`src/design/adp_pkg.sv`:
```
// Shared constants and types of the actuator driver protection controller
package adp_pkg;

  // ----------------------------------------------------------------
  // Clock and filter timing
  // ----------------------------------------------------------------
  localparam int  CLK_MHZ             = 125;
  localparam int  OC_FILTER_TIME_US   = 10;
  localparam real SLOW_FILTER_TIME_MS = 0.5;
  localparam int  OC_FILTER_CYCLES    = OC_FILTER_TIME_US * CLK_MHZ;
  localparam int  SLOW_FILTER_CYCLES  = int'($ceil(SLOW_FILTER_TIME_MS * 1000.0 * CLK_MHZ));
  localparam int  FILT_W              = 16;

  // ----------------------------------------------------------------
  // Serial control word layout
  // ----------------------------------------------------------------
  localparam int WORD_BITS   = 16;
  localparam int SW_COUNT    = 11;
  localparam int HALF_COUNT  = 5;
  localparam int CW_STAT_SEL = 0;
  localparam int CW_SW_LSB   = 1;
  localparam int CW_SW_MSB   = 11;
  localparam int CW_MUX_LSB  = 12;
  localparam int CW_MUX_MSB  = 13;
  localparam int CW_LOCKOUT  = 14;
  localparam int CW_CLEAR    = 15;

  localparam logic [1:0] MUX_STANDBY = 2'h0;

  localparam logic [WORD_BITS-1:0] WORD_RESET = 16'h0000;
  localparam logic [SW_COUNT-1:0]  SW_OFF     = 11'h000;

  // ----------------------------------------------------------------
  // Status word layout
  // ----------------------------------------------------------------
  localparam int ST_ACTIVE = 0;
  localparam int ST_WARN   = 12;
  localparam int ST_TSD    = 13;
  localparam int ST_SUPPLY = 14;

  // ----------------------------------------------------------------
  // Bit counter
  // ----------------------------------------------------------------
  localparam int         CNT_W    = 5;
  localparam logic [4:0] CNT_ZERO = 5'h00;
  localparam logic [4:0] CNT_FULL = 5'h10;
  localparam logic [4:0] CNT_SAT  = 5'h1f;

  // ----------------------------------------------------------------
  // Layout of the synchronised input vector
  // ----------------------------------------------------------------
  localparam int IN_CS     = 0;
  localparam int IN_SCK    = 1;
  localparam int IN_DI     = 2;
  localparam int IN_OC_LSB = 3;
  localparam int IN_OL_LSB = 14;
  localparam int IN_WARN   = 25;
  localparam int IN_SHUT   = 26;
  localparam int IN_OV     = 27;
  localparam int IN_UV     = 28;
  localparam int IN_CP     = 29;
  localparam int IN_VCCUV  = 30;
  localparam int IN_W      = 31;

  localparam logic [IN_W-1:0] IN_RESET = 31'h0000_0001;

  typedef enum logic {
    ADP_STANDBY = 1'b0,
    ADP_ACTIVE  = 1'b1
  } adp_mode_t;

endpackage : adp_pkg

```
`src/design/adp_ctrl.sv`:
```
// Mode, serial control word and protection logic of the multi-output actuator driver
`timescale 1ns/1ps

// Function
// - Bits 12 and 13 zero select standby
// - Standby clears latched data, outputs off
// - Bit 12 or 13 high selects active
// - Reset initialises; logic undervoltage clears status
// - Flags set only after filter time
// - Open load and warning only flag
// - Overload kills driver; shutdown kills all
// - Faulted driver stays off until flag cleared
// - Supply overvoltage forces outputs off
// - Supply undervoltage off until supply, pump recover
// - Lockout bit blocks automatic restart
// - Junction warning sets readable flag
// - Shutdown flag kills outputs until cleared
// - Open load flags in status one
// - Overcurrent flags in status zero, driver off
// - Bits 12, 13 select current monitor source
// - Control word sets each bridge mode
// - Sixteen bit word, LSB first
// - Serial ignored while chip select high
// - Data out tristate while deselected
module adp_ctrl #(
  parameter int SLOW_FILTER_CYCLES = adp_pkg::SLOW_FILTER_CYCLES
) (
  input  wire logic                          clk_sys,
  input  wire logic                          rst_n,
  input  wire logic                          chip_select_low,
  input  wire logic                          spi_clk,
  input  wire logic                          spi_di,
  output logic                               spi_do,
  output logic                               spi_do_oe,
  input  wire logic [adp_pkg::SW_COUNT-1:0]  over_current,
  input  wire logic [adp_pkg::SW_COUNT-1:0]  open_load,
  input  wire logic                          temp_warn,
  input  wire logic                          temp_shut,
  input  wire logic                          supply_over,
  input  wire logic                          supply_under,
  input  wire logic                          pump_ready,
  input  wire logic                          logic_under,
  output logic [adp_pkg::SW_COUNT-1:0]       switch_on,
  output logic [1:0]                         monitor_sel,
  output logic                               standby
);

  // ----------------------------------------------------------------
  // Input synchronisers
  // ----------------------------------------------------------------
  logic [adp_pkg::IN_W-1:0] in_s1;
  logic [adp_pkg::IN_W-1:0] in_s2;
  logic [adp_pkg::IN_W-1:0] in_s3;
  logic [adp_pkg::IN_W-1:0] in_st;

  // A change counts only once stages two and three agree
  always_ff @(posedge clk_sys or negedge rst_n) begin
    if (!rst_n) begin
      in_s1 <= adp_pkg::IN_RESET;
      in_s2 <= adp_pkg::IN_RESET;
      in_s3 <= adp_pkg::IN_RESET;
      in_st <= adp_pkg::IN_RESET;
    end else begin
      in_s1 <= {logic_under, pump_ready, supply_under, supply_over, temp_shut, temp_warn,
                open_load, over_current, spi_di, spi_clk, chip_select_low};
      in_s2 <= in_s1;
      in_s3 <= in_s2;
      in_st <= (in_s2 & in_s3) | (in_st & (in_s2 ^ in_s3));
    end
  end

  logic                         cs_st;
  logic                         sck_st;
  logic                         di_st;
  logic [adp_pkg::SW_COUNT-1:0] oc_st;
  logic [adp_pkg::SW_COUNT-1:0] ol_st;
  logic                         vcc_uv_st;
  logic                         cp_st;

  assign cs_st     = in_st[adp_pkg::IN_CS];
  assign sck_st    = in_st[adp_pkg::IN_SCK];
  assign di_st     = in_st[adp_pkg::IN_DI];
  assign oc_st     = in_st[adp_pkg::IN_OC_LSB +: adp_pkg::SW_COUNT];
  assign ol_st     = in_st[adp_pkg::IN_OL_LSB +: adp_pkg::SW_COUNT];
  assign vcc_uv_st = in_st[adp_pkg::IN_VCCUV];
  assign cp_st     = in_st[adp_pkg::IN_CP];

  // ----------------------------------------------------------------
  // Serial receiver and transmitter
  // ----------------------------------------------------------------
  logic                          cs_prev;
  logic                          sck_prev;
  logic [adp_pkg::WORD_BITS-1:0] rx_shift;
  logic [adp_pkg::CNT_W-1:0]     bit_cnt;
  logic [adp_pkg::WORD_BITS-1:0] tx_shift;
  logic                          word_done;
  logic [adp_pkg::WORD_BITS-1:0] word;
  logic [adp_pkg::WORD_BITS-1:0] status_out;
  logic                          sck_rise;
  logic                          cs_fall;
  logic                          cs_rise;

  assign sck_rise = sck_st & ~sck_prev & ~cs_st;
  assign cs_fall  = ~cs_st & cs_prev;
  assign cs_rise  = cs_st & ~cs_prev;

  always_ff @(posedge clk_sys or negedge rst_n) begin
    if (!rst_n) begin
      cs_prev  <= 1'b1;
      sck_prev <= 1'b0;
    end else begin
      cs_prev  <= cs_st;
      sck_prev <= sck_st;
    end
  end

  // First bit in lands in bit 0 after sixteen shifts
  always_ff @(posedge clk_sys or negedge rst_n) begin
    if (!rst_n) begin
      rx_shift <= adp_pkg::WORD_RESET;
      bit_cnt  <= adp_pkg::CNT_ZERO;
    end else if (cs_fall) begin
      bit_cnt  <= adp_pkg::CNT_ZERO;
    end else if (sck_rise) begin
      rx_shift <= {di_st, rx_shift[adp_pkg::WORD_BITS-1:1]};
      if (bit_cnt != adp_pkg::CNT_SAT) begin
        bit_cnt <= bit_cnt + 1'b1;
      end
    end
  end

  // Frames of any other length are dropped whole
  always_ff @(posedge clk_sys or negedge rst_n) begin
    if (!rst_n) begin
      word_done <= 1'b0;
      word      <= adp_pkg::WORD_RESET;
    end else begin
      word_done <= cs_rise && (bit_cnt == adp_pkg::CNT_FULL);
      word      <= rx_shift;
    end
  end

  // Next bit goes out after each rising edge; host samples at the end of the low phase, before the next rising edge
  always_ff @(posedge clk_sys or negedge rst_n) begin
    if (!rst_n) begin
      tx_shift  <= adp_pkg::WORD_RESET;
      spi_do    <= 1'b0;
      spi_do_oe <= 1'b0;
    end else begin
      spi_do_oe <= ~cs_st;
      if (cs_fall) begin
        tx_shift <= status_out;
        spi_do   <= status_out[0];
      end else if (sck_rise) begin
        tx_shift <= {1'b0, tx_shift[adp_pkg::WORD_BITS-1:1]};
        spi_do   <= tx_shift[1];
      end
    end
  end

  // ----------------------------------------------------------------
  // Mode and control word
  // ----------------------------------------------------------------
  adp_pkg::adp_mode_t            mode;
  logic [adp_pkg::WORD_BITS-1:0] ctrl;
  logic                          word_standby;
  logic                          clr_flags;
  logic                          run;

  assign word_standby = (word[adp_pkg::CW_MUX_MSB:adp_pkg::CW_MUX_LSB] == adp_pkg::MUX_STANDBY);
  assign clr_flags    = word_done & (word[adp_pkg::CW_CLEAR] | word_standby);
  assign run          = (mode == adp_pkg::ADP_ACTIVE) & ~vcc_uv_st;

  always_ff @(posedge clk_sys or negedge rst_n) begin
    if (!rst_n) begin
      mode <= adp_pkg::ADP_STANDBY;
      ctrl <= adp_pkg::WORD_RESET;
    end else if (word_done) begin
      case (word_standby)
        1'b1: begin
          mode <= adp_pkg::ADP_STANDBY;
          ctrl <= adp_pkg::WORD_RESET;
        end
        1'b0: begin
          mode <= adp_pkg::ADP_ACTIVE;
          ctrl <= word;
        end
        default: begin
          mode <= adp_pkg::ADP_STANDBY;
          ctrl <= adp_pkg::WORD_RESET;
        end
      endcase
    end
  end

  // ----------------------------------------------------------------
  // Diagnostic filters
  // ----------------------------------------------------------------
  logic [adp_pkg::SW_COUNT-1:0] oc_hit;
  logic [adp_pkg::SW_COUNT-1:0] ol_hit;
  logic                         warn_hit;
  logic                         shut_hit;
  logic                         ov_hit;
  logic                         uv_hit;

  for (genvar i = 0; i < adp_pkg::SW_COUNT; i++) begin : g_sw_filt
    adp_diag_filter #(.CYCLES(adp_pkg::OC_FILTER_CYCLES)) u_oc (
      .clk_sys (clk_sys),
      .rst_n   (rst_n),
      .enable  (run),
      .cond    (oc_st[i]),
      .hit     (oc_hit[i])
    );
    adp_diag_filter #(.CYCLES(SLOW_FILTER_CYCLES)) u_ol (
      .clk_sys (clk_sys),
      .rst_n   (rst_n),
      .enable  (run),
      .cond    (ol_st[i]),
      .hit     (ol_hit[i])
    );
  end

  for (genvar j = 0; j < 4; j++) begin : g_glob_filt
    logic hit_j;
    adp_diag_filter #(.CYCLES(SLOW_FILTER_CYCLES)) u_glob (
      .clk_sys (clk_sys),
      .rst_n   (rst_n),
      .enable  (run),
      .cond    (in_st[adp_pkg::IN_WARN + j]),
      .hit     (hit_j)
    );
  end

  assign warn_hit = g_glob_filt[0].hit_j;
  assign shut_hit = g_glob_filt[1].hit_j;
  assign ov_hit   = g_glob_filt[2].hit_j;
  assign uv_hit   = g_glob_filt[3].hit_j;

  // ----------------------------------------------------------------
  // Status flags
  // ----------------------------------------------------------------
  logic [adp_pkg::SW_COUNT-1:0] oc_flag;
  logic [adp_pkg::SW_COUNT-1:0] ol_flag;
  logic                         warn_flag;
  logic                         tsd_flag;
  logic                         ov_flag;
  logic                         uv_flag;

  // Set wins over a clear landing in the same cycle; shutdown re-sets while still hot
  always_ff @(posedge clk_sys or negedge rst_n) begin
    if (!rst_n) begin
      oc_flag   <= adp_pkg::SW_OFF;
      ol_flag   <= adp_pkg::SW_OFF;
      warn_flag <= 1'b0;
      tsd_flag  <= 1'b0;
      ov_flag   <= 1'b0;
      uv_flag   <= 1'b0;
    end else if (vcc_uv_st) begin
      oc_flag   <= adp_pkg::SW_OFF;
      ol_flag   <= adp_pkg::SW_OFF;
      warn_flag <= 1'b0;
      tsd_flag  <= 1'b0;
      ov_flag   <= 1'b0;
      uv_flag   <= 1'b0;
    end else begin
      oc_flag   <= (oc_flag & ~{adp_pkg::SW_COUNT{clr_flags}}) | oc_hit;
      ol_flag   <= (ol_flag & ~{adp_pkg::SW_COUNT{clr_flags}}) | ol_hit;
      warn_flag <= (warn_flag & ~clr_flags) | warn_hit;
      tsd_flag  <= (tsd_flag & ~clr_flags) | shut_hit;
      ov_flag   <= (ov_flag & ~clr_flags) | ov_hit;
      uv_flag   <= (uv_flag & ~clr_flags) | uv_hit;
    end
  end

  function automatic logic [adp_pkg::WORD_BITS-1:0] status_word(
    input logic [adp_pkg::SW_COUNT-1:0] flags,
    input logic                         supply
  );
    logic [adp_pkg::WORD_BITS-1:0] w;
    w                                             = adp_pkg::WORD_RESET;
    w[adp_pkg::ST_ACTIVE]                         = (mode == adp_pkg::ADP_ACTIVE);
    w[adp_pkg::CW_SW_MSB:adp_pkg::CW_SW_LSB]      = flags;
    w[adp_pkg::ST_WARN]                           = warn_flag;
    w[adp_pkg::ST_TSD]                            = tsd_flag;
    w[adp_pkg::ST_SUPPLY]                         = supply;
    return w;
  endfunction : status_word

  assign status_out = ctrl[adp_pkg::CW_STAT_SEL] ? status_word(ol_flag, uv_flag)
                                                 : status_word(oc_flag, ov_flag);

  // ----------------------------------------------------------------
  // Supply recovery and driver gating
  // ----------------------------------------------------------------
  logic                         uv_wait;
  logic                         lockout;
  logic                         block_all;
  logic [adp_pkg::SW_COUNT-1:0] next_switch_on;

  assign lockout = ctrl[adp_pkg::CW_LOCKOUT];

  // Undervoltage recovery also waits for the charge pump
  always_ff @(posedge clk_sys or negedge rst_n) begin
    if (!rst_n) begin
      uv_wait <= 1'b0;
    end else if (uv_hit) begin
      uv_wait <= 1'b1;
    end else if (cp_st) begin
      uv_wait <= 1'b0;
    end
  end

  assign block_all = ~run | tsd_flag
                   | ov_hit | (lockout & ov_flag)
                   | uv_hit | uv_wait | (lockout & uv_flag);

  // Both switches of one half bridge on would short the supply
  always_comb begin
    next_switch_on = ctrl[adp_pkg::CW_SW_MSB:adp_pkg::CW_SW_LSB] & ~oc_flag;
    for (int k = 0; k < adp_pkg::HALF_COUNT; k++) begin
      if (next_switch_on[2*k] && next_switch_on[2*k+1]) begin
        next_switch_on[2*k]   = 1'b0;
        next_switch_on[2*k+1] = 1'b0;
      end
    end
    if (block_all) begin
      next_switch_on = adp_pkg::SW_OFF;
    end
  end

  always_ff @(posedge clk_sys or negedge rst_n) begin
    if (!rst_n) begin
      switch_on   <= adp_pkg::SW_OFF;
      monitor_sel <= adp_pkg::MUX_STANDBY;
      standby     <= 1'b1;
    end else begin
      switch_on   <= next_switch_on;
      monitor_sel <= ctrl[adp_pkg::CW_MUX_MSB:adp_pkg::CW_MUX_LSB];
      standby     <= (mode == adp_pkg::ADP_STANDBY);
    end
  end
endmodule : adp_ctrl

```
`src/design/adp_diag_filter.sv`:
```
// Persistence filter for one diagnostic condition
`timescale 1ns/1ps

module adp_diag_filter #(
  parameter int CYCLES = 1
) (
  input  wire logic clk_sys,
  input  wire logic rst_n,
  input  wire logic enable,
  input  wire logic cond,
  output logic      hit
);

  localparam logic [adp_pkg::FILT_W-1:0] LAST = adp_pkg::FILT_W'(CYCLES - 1);

  logic [adp_pkg::FILT_W-1:0] count;

  // Any gap in the condition restarts the count
  always_ff @(posedge clk_sys or negedge rst_n) begin
    if (!rst_n) begin
      count <= '0;
      hit   <= 1'b0;
    end else if (!enable || !cond) begin
      count <= '0;
      hit   <= 1'b0;
    end else if (count == LAST) begin
      hit   <= 1'b1;
    end else begin
      count <= count + 1'b1;
    end
  end

endmodule : adp_diag_filter

```
`config.mk`:
```
export PLATFORM = sky130hd
export DESIGN_NAME = adp_ctrl
export DESIGN_NICKNAME = d
export VERILOG_FILES = /design/src/design/adp_pkg.sv /design/src/design/adp_ctrl.sv /design/src/design/adp_diag_filter.sv
export SDC_FILE = /design/constraint.sdc
export NUM_CORES = 1
export LEC_CHECK = 0
export BUFFER_PORTS_ARGS = -buffer_cell sky130_fd_sc_hd__buf_2
export CORE_ASPECT_RATIO = 2
export CORE_MARGIN = 1
export CORE_UTILIZATION = 35
export DETAILED_ROUTE_END_ITERATION = 8
export HOLD_SLACK_MARGIN = 0.15
export SLEW_MARGIN = 10
export SYNTH_ARGS = -nofsm -noshare
export SYNTH_HDL_FRONTEND = slang
export SYNTH_HIERARCHICAL = 1
export SYNTH_SLANG_ARGS = --single-unit
export TNS_END_PERCENT = 50
```
`constraint.sdc`:
```
create_clock -name clk_sys -period 5 [get_ports clk_sys]
set_clock_uncertainty 0.1 [all_clocks]
set_input_delay 1.5 -clock clk_sys [delete_from_list [all_inputs] [get_ports clk_sys]]
set_output_delay 1.5 -clock clk_sys [all_outputs]
set_load 0.01 [all_outputs]
```
==> impl_results.md <==
* Overall via count from detail_route at 23,062
* First-iteration detailed-routing DRC count at between 1,000 and 1,500
* Status: complete, no violations
* Largest fanout of any net on the critical path at 1
* Core area at slightly above 0.09 mm2
* Required time at the endpoint of the critical path at ~3400 ps
* Sequential share of the synthesized area at between 50% and 60%
* Horiz. Die Dim at ~220 um
* First drt pass iteration count at 5
* Bufs and invs on worst path at 1
* Setup WS post-layout at around 2100 ps
* Ys async rst share at 100%
* Setup Fix Bufs, Post-CTS at 0
* IO Port Bufs at 48
* Share of final-layout standard cells stronger than drive strength 1 at 9.46%
* Clock period minus worst slack at 2890 ps
* Buffers from clock root to sink, at most at 3
* Die Y-Extent at 431 um
* Sort of element at the start of the critical path: flip-flop
* Setup repair after global routing missed its margin: false
* Dominant cell by count in the synthesized netlist: dfrtp_1
* Transition time at the pin with the least slew margin at around 1100 ps
* Reg clk slew, reported paths at approximately 80 ps
* Number of global-route vias before repair at 23,291
* Count of pins on the block boundary at 49
* Critical path cell sequence: buf_2
* Critical Path AT at between 1000 and 1500 ps
* Top cell type's share of synthesized area at 52.2%
* Startpoint of the worst hold path: in_s1[27]
* Warnings, synthesis at 6
* Number of pins exceeding their max-slew limit in the final report at 0
* Post-synthesis instance area at about 0.032 mm2
* Number of standard cells in the layout, taps in and fillers out at 4,268
* Root buf cell: clkbuf_16
* Insertion delay of the later-clocked pin in the worst-skew pair at about 620 ps
* Gpl congestion at around 0.77
* Library cell occupying the most area in the post-synthesis netlist: dfrtp_1
* Largest cells by area after synthesis: dfrtp_1 52%, mux2i_1 5.7%, nand2_1 3.7%, nand2b_1 3.5%, a21oi_1 3.5%
* Total leakage power at roughly 13 nW
* Pre-CTS setup slack at about 2300 ps
* Global Route Usage Sum at 14.9%
* First-pass GRT wire length at approximately 120,000 um
* Largest net degree at the start of global routing at about 100
* Largest stage delay on the critical path at around 520 ps
* Worst R2R Start: mode
* Num Clock Sinks at 679
* Antenna violations before repair at 0
* Rows at between 150 and 200
* Setup crit end kind: output pin
* Net Count, Synth at between 3,000 and 4,000
* DRT Wirelength at between 60,000 and 70,000 um
* Most used flip-flop cell after synthesis: dfrtp_1
* Pwr Total at 0.0109 W
* Top achievable clock speed at between 300 and 400 MHz
* Wire per inst at roughly 16 um
* Count of distinct cell types in the synthesized netlist at between 40 and 50
* Count of final setup violators at 0
* TritonCTS clock tree: done
* Number of instances in the synthesized netlist at roughly 3,000
* Number of enable-type register cells in the synthesized netlist at 0
* Hold WC Path Type: reg2reg
* Placed wire-length estimate at 46,900 um
* Classification of the worst setup path: reg2out
* Residual antenna-violating net count after detailed routing at 0
* Count of final hold-check violations at 0
* Crit. Startpoint: standby
* Total grt overflow at 0
* Remaining design rule violation count at 0
* Total negative slack for setup checks at 0 ps
* Resized Gates After CTS at 0
* Critical Path Slowest Stage Cell: dfstp_2
* Max-cap violation count at 0
* Number of diodes at 0
* Die area at just over 0.09 mm2
* Number of buffers created by CTS at 58
* Total number of nets in the final design at 3,132
* Vias per cell at between 5 and 6
* Largest voltage drop on the vdd net at around 270 uV
* Leading post-synthesis cells by instance count: 673 x dfrtp_1, 314 x nand2_1, 223 x a21oi_1
* Hold buffers post-CTS at 0
* Power density over the cells at 303 mW/mm2
* Area added between synthesis and finish at 11.2%
* Synthesized area per cell at about 11 um2
* Post-synthesis sequential element count at around 680
* Max-slew headroom at 27.6%
* Number of placed cells counting well taps at 4,160
* Share of the cycle needed by the critical path after routing at 57.8%
* Top delay family on crit path: flip-flops
* Initial Utilization at 35.3%
* H-tree level count at 2
-- per-layer routing --
metal  vias up  share of wire [%]  global-route usage [%]  wire length, um
li1      11125                  -                       -                -
met1     11581                 41                    16.9            27800
met2       253                 54                    28.5            37200
met3       103                2.3                    1.58             1560
met4         0                2.6                    4.92             1770
met5         -                  0                       0                0
-- worst paths after layout --
kind / slack, ps / to / depth (start not counted)
setup / recovery: 2110 / standby / 1
hold / removal: 240 / in_s2[27] / 0
setup reg to reg: 2500 / switch_on[1] / 3
hold reg to reg: 240 / in_s2[27] / 0
max in group asynchronous: 2940 / in_st[0] / 2
min in group asynchronous: 810 / g_sw_filt[7].u_ol/count[1] / 1
-- sequential cells by signal (all words and copies together) (netlist names), 4 cells and up --
name / cells
oc_flag: 11
g_glob_filt.u_glob/count: 64
rx_shift: 16
ctrl: 15
g_sw_filt.u_ol/count: 176
switch_on: 11
ol_flag: 11
in_s1: 31
in_s2: 31
g_sw_filt.u_ol/hit: 11
g_glob_filt.u_glob/hit: 4
in_s3: 31
in_st: 31
g_sw_filt.u_oc/hit: 11
word: 16
tx_shift: 15
bit_cnt: 5
g_sw_filt.u_oc/count: 176
-- through the flow --
step	utilization [%]	area [um2]	hold WS, ps
after global routing	39.3	35900	251
final	39.3	35900	240
after CTS	39.3	35900	249
after detailed placement	37.1	33900	235
after global placement	37.1	33900	232
after floorplan	-	32200	231
-- where the power goes --
group	switching (W)	internal, W
sequential	0.000114	0.00562
clock	0.00213	0.00264
combinational	0.000231	0.000133
total	0.00248	0.00840
-- kinds of logic (layout without fill, tap and decap cells) --
family / Yosys count / after routing / share of synthesized area [%]
AND/OR/NAND/NOR: 1309 / 1309 / 25.0
flip-flops: 679 / 679 / 52.7
buffers and inverters: 136 / 246 / 2.04
adder cells (fa/ha/maj): 71 / 71 / 2.76
AO/OA/AOI/OAI: 517 / 517 / 9.71
multiplexers: 201 / 201 / 6.31
XOR/XNOR: 53 / 53 / 1.44
-- layout by cell type (no fill, tap or decap), types with 12 or more instances in the layout --
cell type,synthesis,layout
dfrtp_1,673,673
nor4_1,122,122
or4_2,15,15
xor2_1,52,52
a22o_1,15,15
ha_1,71,71
o21ai_1,33,33
or3b_2,15,15
nand3b_1,52,52
o31ai_1,93,93
a21oi_1,223,223
or4bb_1,15,15
clkbuf_16,0,59
nand2_1,314,314
or3_1,78,78
nor2_1,73,73
a21o_1,35,35
nand2b_1,179,179
and2_1,27,27
nand3_1,135,135
mux2i_1,183,183
inv_1,74,74
o22ai_1,26,26
o21a_1,26,26
buf_2,7,47
a221o_1,12,12
nand4_1,105,105
or4_4,26,26
nor4_4,26,26
or4_1,89,89
clkinv_2,0,22
o21ai_0,52,52
mux2_2,18,18
-- final cells by class --
type / instances / area (um2)
Fill cell: 8884 / 55500
Sequential cell: 679 / 17000
Clock buffer: 70 / 1600
Inverter: 74 / 278
Clock inverter: 38 / 392
Tap cell: 1192 / 1490
Timing Repair Buffer: 64 / 508
Multi-Input combinational cell: 2151 / 14600
(Power assumes the default switching activity.)
